==> config.mk <==
export PLATFORM = sky130hd
export DESIGN_NAME = rcps_sampler
export DESIGN_NICKNAME = d
export VERILOG_FILES = /design/src/design/rcps_pkg.sv /design/src/design/rcps_sampler.sv /design/src/design/rcps_sync.sv
export SDC_FILE = /design/constraint.sdc
export NUM_CORES = 1
export LEC_CHECK = 0
export BUFFER_PORTS_ARGS = -buffer_cell sky130_fd_sc_hd__buf_2
export CAP_MARGIN = 20
export CORE_MARGIN = 3
export CORE_UTILIZATION = 51
export CTS_BUF_LIST = sky130_fd_sc_hd__clkbuf_16
export DETAILED_ROUTE_END_ITERATION = 8
export GPL_TIMING_DRIVEN = 0
export HOLD_SLACK_MARGIN = 0.15
export MAX_ROUTING_LAYER = met4
export PLACE_DENSITY = 0.86
export SLEW_MARGIN = 20
export SYNTH_ARGS = -nofsm -noshare
export SYNTH_HDL_FRONTEND = slang
export SYNTH_HIERARCHICAL = 1
export SYNTH_SLANG_ARGS = --single-unit
==> constraint.sdc <==
create_clock -name mclk_i -period 2.1 [get_ports mclk_i]
set_input_delay 0.21 -clock mclk_i [delete_from_list [all_inputs] [get_ports mclk_i]]
set_output_delay 0.21 -clock mclk_i [all_outputs]
set_load 0.01 [all_outputs]
==> src/design/rcps_pkg.sv <==
// rcps_pkg: shared constants for the reset configuration pin sampler
// assumes: one 100 MHz platform clock; no software-visible registers
package rcps_pkg;
    // widths of the strap groups
    localparam int PULLED_W = 8;
    localparam int RATIO_W = 4;
    // default decode for pulled-up straps: a high level means default
    localparam logic [PULLED_W-1:0] PULLED_DEFAULT = 8'hFF;
    // clock figures
    localparam int CLK_PERIOD_NS = 10;
    // pull-up hold after release, in platform clock cycles
    localparam int PU_HOLD_CYC = 4;
    localparam int PU_HOLD_W = 3;
    // tap reset by tms: five tck rising edges with tms high
    localparam int TAP_RST_CNT = 5;
    localparam int TAP_CNT_W = 3;
    localparam logic [TAP_CNT_W-1:0] TAP_CNT_ZERO = 3'h0;
endpackage : rcps_pkg

==> src/design/rcps_sampler.sv <==
// rcps_sampler: captures strap levels at the release of hard reset and owns
// the pad controls of the strap pins, plus the reset duties of the test port
// assumes: straps are pins (synchronised here); test clock pins are sampled
// on mclk_i, so tck must be well below half the platform clock
`timescale 1ns/1ps
module rcps_sampler #(
    parameter int PULLED_W = rcps_pkg::PULLED_W,
    parameter int RATIO_W = rcps_pkg::RATIO_W
) (
    input wire logic mclk_i,
    input wire logic rst_b_i,
    // hard reset pin, already merged with debug port sources on the board
    input wire logic hard_reset_n_i,
    input wire logic soft_reset_n_i,
    input wire logic test_reset_n_i,
    input wire logic tck_i,
    input wire logic tms_i,
    // pulled-up strap pads
    input wire logic [PULLED_W-1:0] pulled_pad_i,
    input wire logic [PULLED_W-1:0] pulled_func_i,
    output logic [PULLED_W-1:0] pulled_pad_o,
    output logic [PULLED_W-1:0] pulled_pad_oe_o,
    output logic [PULLED_W-1:0] pulled_pu_en_o,
    output logic [PULLED_W-1:0] pulled_rx_en_o,
    // ratio strap pads, no pull-up
    input wire logic [RATIO_W-1:0] ratio_pad_i,
    input wire logic [RATIO_W-1:0] ratio_func_i,
    output logic [RATIO_W-1:0] ratio_pad_o,
    output logic [RATIO_W-1:0] ratio_pad_oe_o,
    output logic [RATIO_W-1:0] ratio_rx_en_o,
    // captured settings
    output logic [PULLED_W-1:0] cfg_pulled_o,
    output logic [PULLED_W-1:0] cfg_nondefault_o,
    output logic [RATIO_W-1:0] cfg_ratio_o,
    output logic cfg_valid_o,
    // core and test port controls
    output logic core_reset_n_o,
    output logic machine_check_o,
    output logic tap_reset_o
);
    // ------------------------------------------------------------
    // synchronisers
    // ------------------------------------------------------------
    localparam int SW = 5 + PULLED_W + RATIO_W;
    logic [SW-1:0] raw;
    logic [SW-1:0] syn;
    logic hrst_n_s, srst_n_s, trst_n_s, tck_s, tms_s;
    logic [PULLED_W-1:0] pulled_s;
    logic [RATIO_W-1:0] ratio_s;

    assign raw = {hard_reset_n_i, soft_reset_n_i, test_reset_n_i, tck_i, tms_i,
                  pulled_pad_i, ratio_pad_i};

    // resets synchronise as asserted so nothing is captured before a real release
    // tck idles high on a board without a probe, so its stage resets high: no false rise
    rcps_sync #(
        .W(SW),
        .RST_VAL({3'h0, 1'b1, {(SW - 4){1'b0}}})
    ) u_sync (
        .mclk_i(mclk_i),
        .rst_b_i(rst_b_i),
        .d_i(raw),
        .q_o(syn)
    );

    assign {hrst_n_s, srst_n_s, trst_n_s, tck_s, tms_s, pulled_s, ratio_s} = syn;

    // ------------------------------------------------------------
    // capture sequence
    // ------------------------------------------------------------
    typedef enum logic [1:0] {RCPS_IN_RESET, RCPS_PU_HOLD, RCPS_RUN} rcps_state_t;
    rcps_state_t state_q, state_d;
    logic [rcps_pkg::PU_HOLD_W-1:0] hold_q, hold_d;
    logic [PULLED_W-1:0] cap_pulled_q, cap_pulled_d;
    logic [RATIO_W-1:0] cap_ratio_q, cap_ratio_d;
    logic hrst_n_prev_q;
    logic release_w;
    logic in_reset_w;
    logic rx_on_w;
    logic hold_done_w;

    assign release_w = hrst_n_s & ~hrst_n_prev_q;
    assign in_reset_w = ~hrst_n_s;
    assign hold_done_w = (hold_q == rcps_pkg::PU_HOLD_W'(rcps_pkg::PU_HOLD_CYC - 1));
    // receiver stays on through the hold window; it ends with the pull-up
    assign rx_on_w = (state_q != RCPS_RUN);

    always_comb begin
        state_d = state_q;
        hold_d = hold_q;
        cap_pulled_d = cap_pulled_q;
        cap_ratio_d = cap_ratio_q;
        case (state_q)
            RCPS_IN_RESET: begin
                hold_d = '0;
                if (release_w) begin
                    // level present at release is the setting
                    cap_pulled_d = pulled_s;
                    cap_ratio_d = ratio_s;
                    state_d = RCPS_PU_HOLD;
                end
            end
            RCPS_PU_HOLD: begin
                hold_d = hold_q + 1'b1;
                if (in_reset_w) begin
                    state_d = RCPS_IN_RESET;
                end else if (hold_done_w) begin
                    state_d = RCPS_RUN;
                end
            end
            RCPS_RUN: begin
                // pins toggle freely now; capture registers are untouched
                if (in_reset_w) begin
                    state_d = RCPS_IN_RESET;
                end
            end
            default: state_d = RCPS_IN_RESET;
        endcase
    end

    always_ff @(posedge mclk_i or negedge rst_b_i) begin
        if (!rst_b_i) begin
            state_q <= RCPS_IN_RESET;
            hold_q <= '0;
            cap_pulled_q <= rcps_pkg::PULLED_DEFAULT;
            cap_ratio_q <= '0;
            hrst_n_prev_q <= 1'b0;
        end else begin
            state_q <= state_d;
            hold_q <= hold_d;
            cap_pulled_q <= cap_pulled_d;
            cap_ratio_q <= cap_ratio_d;
            hrst_n_prev_q <= hrst_n_s;
        end
    end

    // ------------------------------------------------------------
    // pad control
    // ------------------------------------------------------------
    logic [PULLED_W-1:0] pulled_out_q;
    logic [RATIO_W-1:0] ratio_out_q;
    logic drive_q;

    always_ff @(posedge mclk_i or negedge rst_b_i) begin
        if (!rst_b_i) begin
            pulled_out_q <= '0;
            ratio_out_q <= '0;
            drive_q <= 1'b0;
        end else begin
            pulled_out_q <= pulled_func_i;
            ratio_out_q <= ratio_func_i;
            drive_q <= (state_d == RCPS_RUN);
        end
    end

    assign pulled_pad_o = pulled_out_q;
    assign ratio_pad_o = ratio_out_q;
    assign pulled_pad_oe_o = {PULLED_W{drive_q & ~in_reset_w}};
    assign ratio_pad_oe_o = {RATIO_W{drive_q & ~in_reset_w}};
    assign pulled_rx_en_o = {PULLED_W{rx_on_w}};
    // pull-up follows the receiver exactly
    assign pulled_pu_en_o = {PULLED_W{rx_on_w}};
    // ratio pins have no pull-up output at all; the board must drive them
    assign ratio_rx_en_o = {RATIO_W{rx_on_w}};

    // ------------------------------------------------------------
    // settings out
    // ------------------------------------------------------------
    assign cfg_pulled_o = cap_pulled_q;
    // a high strap is default, so a low one marks a non-default choice
    assign cfg_nondefault_o = ~cap_pulled_q;
    assign cfg_ratio_o = cap_ratio_q;
    assign cfg_valid_o = (state_q == RCPS_RUN);

    // ------------------------------------------------------------
    // soft reset and test port reset
    // ------------------------------------------------------------
    logic mc_q;
    logic tck_prev_q;
    logic [rcps_pkg::TAP_CNT_W-1:0] tms_cnt_q;
    logic tap_rst_q;
    logic tck_rise_w;
    logic tms_seq_w;

    assign tck_rise_w = tck_s & ~tck_prev_q;
    assign tms_seq_w = (tms_cnt_q == rcps_pkg::TAP_CNT_W'(rcps_pkg::TAP_RST_CNT - 1));

    always_ff @(posedge mclk_i or negedge rst_b_i) begin
        if (!rst_b_i) begin
            mc_q <= 1'b0;
            tck_prev_q <= 1'b1;
            tms_cnt_q <= rcps_pkg::TAP_CNT_ZERO;
            tap_rst_q <= 1'b1;
        end else begin
            // machine check, not a reset; held while soft reset is low and hard reset is released
            mc_q <= ~srst_n_s & hrst_n_s;
            tck_prev_q <= tck_s;
            if (tck_rise_w) begin
                if (!tms_s) begin
                    tms_cnt_q <= rcps_pkg::TAP_CNT_ZERO;
                end else if (!tms_seq_w) begin
                    tms_cnt_q <= tms_cnt_q + 1'b1;
                end
            end
            // test-access reset pin and tms sequence reset the tap independently
            tap_rst_q <= ~trst_n_s | (tck_rise_w & tms_s & tms_seq_w);
        end
    end

    assign machine_check_o = mc_q;
    assign tap_reset_o = tap_rst_q;
    // soft reset never reaches the core reset
    assign core_reset_n_o = hrst_n_s;
endmodule : rcps_sampler

==> src/design/rcps_sync.sv <==
// rcps_sync: two-stage synchroniser for a bus of asynchronous levels
// assumes: inputs come from pins or another clock; output is in mclk_i domain
`timescale 1ns/1ps
module rcps_sync #(
    parameter int W = 1,
    parameter logic [W-1:0] RST_VAL = '0
) (
    input wire logic mclk_i,
    input wire logic rst_b_i,
    input wire logic [W-1:0] d_i,
    output logic [W-1:0] q_o
);
    logic [W-1:0] meta_q;
    logic [W-1:0] sync_q;

    // first stage is read only by the second
    always_ff @(posedge mclk_i or negedge rst_b_i) begin
        if (!rst_b_i) begin
            meta_q <= RST_VAL;
            sync_q <= RST_VAL;
        end else begin
            meta_q <= d_i;
            sync_q <= meta_q;
        end
    end

    assign q_o = sync_q;
endmodule : rcps_sync

## Word level (Yosys, flattened, before mapping)

Index checks and enable logic that the tools add are counted.

| storage, ports and cells | value |
|---|---|
| bits in latches | 0 |
| memory bits (writable) | 0 |
| memories | 0 |
| bits in registers | 71 |
| input bits | 31 |
| memory bits (read-only) | 0 |
| output and inout port bits | 68 |

| cells by class | value |
|---|---|
| reduce and logical (&&, ||, !) cells | 4 |
| bitwise operators | 12 |
| muxes and demuxes | 8 |
| add/subtract/negate cells | 2 |
| magnitude comparators | 0 |
| divide/modulo/power cells | 0 |
| multipliers | 0 |
| equality and inequality tests | 7 |
| shifts and indexed selects | 0 |

Operators with widths:

| kind | number |
|---|---|
| 2-to-1 mux 2 bit | 4 |
| NOT 8 bit | 1 |
| adder 3 x 1 -> 3 bit, second input constant | 2 |
| AND 1 bit | 6 |
| 2-to-1 mux 3 bit | 2 |
| case mux 2 bit (3 select lines) | 1 |
| case mux 3 bit (2 select lines) | 1 |
| equality test 2 bit, second input constant | 2 |
| != test 2 bit, second input constant | 2 |
| NOT 1 bit | 4 |
| AND reduction 2 bit | 2 |
| equality test 3 x 2 -> 1 bit, second input constant | 1 |
| equality test 3 bit, second input constant | 1 |
| equality test 2 x 1 -> 1 bit, second input constant | 1 |
| logical NOT 2 bit | 1 |
| nonzero test 2 bit | 1 |
| OR 1 bit | 1 |

## Depth between registers and ports, before layout

Gate-level depths: netlist of run 1.

| depth | value |
|---|---|
| depth after elaboration | 5 |
| gate-level depth with buffers | 5 |
| depth with buffers taken out | 5 |

## Hierarchy

Netlist of run 1, hierarchy kept.

By module, submodules not included:

| module | area each (um^2) | cells each | instances |
|---|---|---|---|
| rcps_sampler | 1,652.8 | 128 | 1 |
| rcps_sync | 853.3 | 34 | 1 |

## Worst setup path before layout of run 1

OpenSTA, ideal clock, no wires.

| timing | value |
|---|---|
| path type | register to output |
| start point | register state_q[0] |
| end point | output pulled_pu_en_o[0] |
| slack | 0.733 ns |
| cell stages (with the launch flop) | 4 |
| arrival time | 1.157 ns |
| path through | dfrtp_1 > nor2b_1 > inv_1 > buf_4 |

| between the ends | value |
|---|---|
| word-level cells in the longest chain between the ends | 1 |

Ends and longest elaborated chain:

| item | RTL line | source |
|---|---|---|
| start, declared | rcps_sampler.sv:72 | `rcps_state_t state_q, state_d;` |
| start signal, assigned | rcps_sampler.sv:129 | `state_q <= state_d;` |
| != test 2 bit | rcps_sampler.sv:86 | `assign rx_on_w = (state_q != RCPS_RUN);` |
| end, declared | rcps_sampler.sv:23 | `output logic [PULLED_W-1:0] pulled_pu_en_o,` |

Every way passes these cells.

## Final worst setup path of run 1

| timing | value |
|---|---|
| start point | register state_q[1] |
| end point | output pulled_pu_en_o[6] |

The elaborated chain is that of the path after synthesis.

==> flow_summary.yaml, run 1 <==
power:
  powerDensity_nw_per_um2: 955
  p_total_mw: 3.54
  vdd_drop_max_v: 0.000678
  p_leak_nw: 1.87
die:
  start_util_pct: 55.3
  num_rows: 24
  fp.dieW_um: 76.1
  ios: 99
  die_h_um: 76.1
  die-area_um2: 5790
  coreArea_um2: 4530
yosys:
  yosysWarningCount: 6
  synth_cell_types: 24
  synth_top_family_by_area: "buffers and inverters"
  synth_compound_area_share_pct: 3.00
  synth_fp_nets: 197
  synthCells: 162
  synth_edf_count: 0
  muxShareOfSynthArea_pct: 6.89
  synth-seq-cells: 71
  syn_area_um2: 2510
  yosys.area_share.simple_pct: 4.74
  synth_flop_cell: "dfrtp_1"
  synth-xor-area-share_pct: 0
  ys_async_sr_fraction_pct: 100
  syn_area_per_cell_um2: 15.5
  ys_seq_area_share_pct: 71.5
  post_synth_fa_ha_maj_area_fraction_pct: 2.00
critical_path:
  reg2reg_slack_ps: 680
  cp-end-kind: "primary output"
  required_ps: 1890
  crit_fanout: 22
  r2r_end: "cfg_ratio_o[0]"
  arrival_ps: 1680
  critical_path_class: "register to primary output"
  startpoint_type: "register"
  worstReg2RegStart: "state_q[1]"
  rr_worst_depth: 4
flow_run:
  maxCapViolCount: 0
finish:
  layout-drive-gt1-share_pct: 55.0
  regArea_um2: 1790
  fin_nets: 337
  diodes: 0
  fillers: 256
  multi_input_area_um2: 417
  syn_to_final_growth_pct: 48.0
global_route:
  antenna_found_initial: 0
  overflow: 0
  grt_pass1_wl_mm: 8.55
  grt_pass1_vias: 1770
  grt_max_degree: 45
  grt_util_all_layers_pct: 20.2
cts:
  clk_latency_ps: 320
  cts_buffers: 9
  max-clock-path-buffers: 2
  cts-root-buf: "clkbuf_16"
  htreeDepth: 3
  cts_tree: "built"
  path_clk_slew_ps: 60
  cts_setup_buffers: 0
  clkSinkCount: 71
timing:
  hold_viol: 0
  setup_violations: 0
  rsz0062_at_grt: "no"
  max_freq_mhz: 529
  min_period_over_period_pct: 90.1
  worstMarginPinSlew_ps: 577
  finalSetupTns_ps: 0
  fin_crit_ps: 1890
  relSlewSlack_pct: 61.5
  whs_ps: 343
  finClkSkew_ps: 7.96
  slew_violations: 0
drt:
  first_pass_iters: 4
  drt_iter0_drc: 76
  num_vias: 1611
  viasPerCell: 4.33
  wl_per_cell_um: 14.1
  postRouteAntennaNets: 0
  drt-total-wl_mm: 5.25
  route.detailed.drc: 0
placement:
  hpwl_mm: 3.03
  io_buffers: 98
  place.gp.congestion: 0.733
hold_path:
  min_from: "u_sync/meta_q[4]"
  hp-class: "register to register"
  min_path_cells: 0
  holdPathEnd: "u_sync/q_o[4]"
outcome:
  status: "completed"
==> worst max path at each step <==
stage	start	end	slack, ps	depth (start not counted)
after detailed placement	state_q[1]	pulled_rx_en_o[2]	550	4
final	state_q[1]	pulled_pu_en_o[6]	210	4
after floorplan	state_q[0]	pulled_pu_en_o[0]	730	3
after CTS	state_q[1]	pulled_pu_en_o[6]	200	4
after global placement	rst_b_i	u_sync/q_o[7]	550	1
after global routing	state_q[1]	pulled_pu_en_o[6]	30	4
==> cells in the mapped netlist, types with 2 or more instances <==
| library cell | instances | share of area (%) |
|---|---|---|
| a21oi_1 | 2 | 0.40 |
| dfrtp_1 | 59 | 59 |
| buf_4 | 31 | 9.3 |
| o21ai_0 | 3 | 0.60 |
| dfstp_2 | 12 | 13 |
| ha_1 | 4 | 2.0 |
| nand2_1 | 7 | 1.0 |
| o22ai_1 | 2 | 0.50 |
| mux2_2 | 2 | 0.90 |
| nand2b_1 | 2 | 0.50 |
| mux2_4 | 10 | 6.0 |
| inv_1 | 12 | 1.8 |
| a21boi_0 | 2 | 0.60 |
| nor2b_1 | 4 | 1.0 |
==> layout by cell type (no fill, tap or decap) <==
| cell type | n |
|---|---|
| a211oi_1 | 1 |
| a21boi_0 | 2 |
| a21oi_1 | 2 |
| a22o_1 | 1 |
| a31oi_1 | 1 |
| and2_1 | 1 |
| and2b_1 | 1 |
| buf_12 | 2 |
| buf_2 | 97 |
| buf_4 | 32 |
| bufinv_16 | 2 |
| clkbuf_16 | 9 |
| clkinv_1 | 2 |
| clkinvlp_4 | 1 |
| dfrtp_1 | 59 |
| dfstp_2 | 12 |
| dlygate4sd3_1 | 30 |
| ha_1 | 4 |
| inv_1 | 14 |
| mux2_2 | 2 |
| mux2_4 | 10 |
| nand2_1 | 7 |
| nand2b_1 | 2 |
| nand2b_4 | 1 |
| nand3b_1 | 1 |
| nor2_1 | 1 |
| nor2b_1 | 4 |
| nor3_4 | 1 |
| o21ai_0 | 3 |
| o22ai_1 | 2 |
==> critical path: stages (launching register included) <==
cell,delay [ps]
dfrtp_1,430
nor2b_1,170
inv_1,440
buf_4,200
buf_2,120
==> registers in the layout, indices dropped and copies added, names as in the netlist <==
name,count
u_sync/meta_q,17
u_sync/q_o,17
cfg_ratio_o,4
tck_prev_q,1
hrst_n_prev_q,1
hold_q,3
ratio_pad_o,4
cfg_pulled_o,8
tap_reset_o,1
state_q,2
pulled_pad_o,8
drive_q,1
machine_check_o,1
tms_cnt_q,3
==> layer usage <==
metal,vias to the layer above,track usage [%],share of wire [%],routed length [um]
met3,5,5.67,5.0,262
li1,766,-,-,-
met5,-,-,0,0
met2,57,38.0,58,3050
met1,783,19.7,36,1900
met4,0,7.07,0.76,40
==> metrics by stage <==
step	std cells	setup slack [ps]	util, %	instance area [um2]
global route	372	28.8	81.8	3710
finish	372	208	81.8	3710
detailed placement	326	554	68.4	3100
CTS	372	199	81.8	3710
floorplan	162	733	-	2510
global placement	325	548	67.9	3080
==> report_power, final <==
| group | internal [mW] | leakage [nW] | switching [mW] |
|---|---|---|---|
| Clock | 1.02 | 0.153 | 0.527 |
| Sequential | 1.51 | 0.831 | 0.0666 |
| Combinational | 0.225 | 0.887 | 0.194 |
==> repair_timing <==
action                    4_1_cts  5_1_grt
gates resized for setup         0        0
hold buffers                   30        0
hold endpoints to repair       58        0
==> logic make-up (layout without fill, tap and decap cells) <==
group,after synthesis,after routing
flip-flops,71,71
buffers and inverters,44,189
AND/OR/NAND/NOR,19,19
AO/OA/AOI/OAI,12,12
multiplexers,12,12
adder cells (fa/ha/maj),4,4
==> layout make-up <==
type,count,share of cell area (%)
Buffer,32,6.82
Clock inverter,7,2.23
Timing Repair Buffer,129,21.9
Inverter,12,1.21
Sequential cell,71,48.3
Multi-Input combinational cell,47,11.2
Clock buffer,9,6.07
Tap cell,65,2.19
(Power assumes the default switching activity.)
==> inputs of run 2 (changes only) <==
- GPL_TIMING_DRIVEN: 0 -> unset
- SLEW_MARGIN: 20 -> unset
==> flow_summary.yaml, run 2 (synthesized netlist as in run 1, its figures left out) <==
timing:
  whs_ps: 341
  worstMarginPinSlew_ps: 413
  fin_crit_ps: 1670
  finClkSkew_ps: 3.42
  rsz0062_at_grt: "no"
  relSlewSlack_pct: 72.4
  max_freq_mhz: 598
  min_period_over_period_pct: 79.6
  slew_violations: 0
  setup_violations: 0
  finalWorstSetupSlack_ps: 429
  hold_viol: 0
  finalSetupTns_ps: 0
finish:
  fillers: 265
  regArea_um2: 1790
  layout-drive-gt1-share_pct: 50.0
  final_cells: 342
  syn_to_final_growth_pct: 37.2
  layout_commonest_cell: "buf_2"
  multi_input_area_um2: 417
  final_util_pct: 75.8
  layout_common_cells: "98 x buf_2, 59 x dfrtp_1, 30 x dlygate4sd3_1, 15 x inv_1, 12 x dfstp_2"
  fin_nets: 306
critical_path:
  arrival_ps: 1460
  cp-end-kind: "primary output"
  critical_path_class: "register to primary output"
  cp_slowest_cell: "dfrtp_1"
  critPathTopFamily: "buffers and inverters"
  crit_fanout: 22
  startpoint_type: "register"
  crit_cells: 3
  crit_buf_inv: 2
  crit_chain: "nor2b_1, inv_1, buf_2"
  rr_worst_depth: 4
  required_ps: 1890
  slowest_delay_ps: 430
global_route:
  use_met3_pct: 6.97
  met2_usage_pct: 35.7
  overflow: 0
  top_usage_layer: "met2"
  grt_pass1_vias: 1696
  antenna_found_initial: 1
  met1_usage_pct: 18.3
  grt_util_all_layers_pct: 19.9
  grt_pass1_wl_mm: 8.24
  grt_max_degree: 72
drt:
  viasPerCell: 4.47
  postRouteAntennaNets: 0
  num_vias: 1529
  drt-total-wl_mm: 5.07
  first_pass_iters: 4
  drt_iter0_drc: 39
  wl_per_cell_um: 14.8
  route.detailed.drc: 0
cts:
  cts_setup_buffers: 0
  clkSinkCount: 71
  path_clk_slew_ps: 50
  cts-root-buf: "clkbuf_16"
  max-clock-path-buffers: 2
  cts_buffers: 9
  cts-resized-gates: 0
  cts_tree: "built"
  clk_latency_ps: 320
  htreeDepth: 3
die:
  die_h_um: 76.1
  die-area_um2: 5790
  coreArea_um2: 4530
  ios: 99
  start_util_pct: 55.3
  num_rows: 24
  fp.dieW_um: 76.1
placement:
  place.gp.congestion: 0.761
  io_buffers: 98
  hpwl_mm: 2.80
  dp.cells: 295
  pre_cts_ws_ps: 672
power:
  p_leak_nw: 1.72
  vdd_drop_max_v: 0.00101
  powerDensity_nw_per_um2: 986
hold_path:
  min_path_cells: 0
  hp-class: "register to register"
outcome:
  status: "completed"
flow_run:
  maxCapViolCount: 0
==> run 2: changes by cell type in the layout (fill, tap and decap cells not counted) <==
cell       delta
buf_4        -31
buf_12        -1
buf_2         +1
bufinv_16     -1
clkinv_1      -1
clkinv_2      +1
diode_2       +1
inv_1         +1
==> run 2: worst register-to-register path: stages (launching register included) <==
cell and delay [ps]:
dfrtp_1 430, nand2b_4 180, nor3_4 100, buf_4 260, mux2_2 360
==> run 2: repair_timing <==
action	in CTS	in global routing
hold buffers	30	0
endpoints found under the hold margin	88	0
setup endpoints to repair	0	0
==> run 2: worst paths after layout <==
check	start	slack [ps]	to
worst max-delay path	state_q[1]	430	pulled_rx_en_o[6]
worst min-delay path	u_sync/meta_q[2]	340	u_sync/q_o[2]
worst max register to register	state_q[1]	670	cfg_ratio_o[2]
worst min register to register	u_sync/meta_q[2]	340	u_sync/q_o[2]
max in group asynchronous	rst_b_i	1300	cfg_pulled_o[4]
min in group asynchronous	rst_b_i	470	u_sync/meta_q[14]
==> run 2: layer usage <==
metal | routed length, um | vias to the layer above
li1 | - | 704
met1 | 1720 | 738
met2 | 2800 | 71
met3 | 348 | 16
met4 | 199 | 0
met5 | 0 | -
==> run 2: power by group <==
part	leakage, nW	internal, mW	switching, mW
clock network	0.147	0.898	0.510
registers	0.831	1.51	0.0656
logic	0.739	0.217	0.190
total	1.72	2.62	0.766
==> run 2: through the flow <==
stage / area, um2 / power (mW)
after floorplan: 2510 / 1.78
after global placement: 2850 / 1.94
after detailed placement: 2850 / 1.95
after CTS: 3440 / 3.42
after global routing: 3440 / 3.55
final: 3440 / 3.39
==> run 2: area by class of cell <==
cell class                 count  area share [%]
antenna                        1          0.0728
clock buffer                   9            6.55
clock inverter                 7            1.67
sequential                    71            52.1
multi-input combinational     47            12.1
timing repair buffer         130            23.8
inverter                      12            1.31
tap                           65            2.37
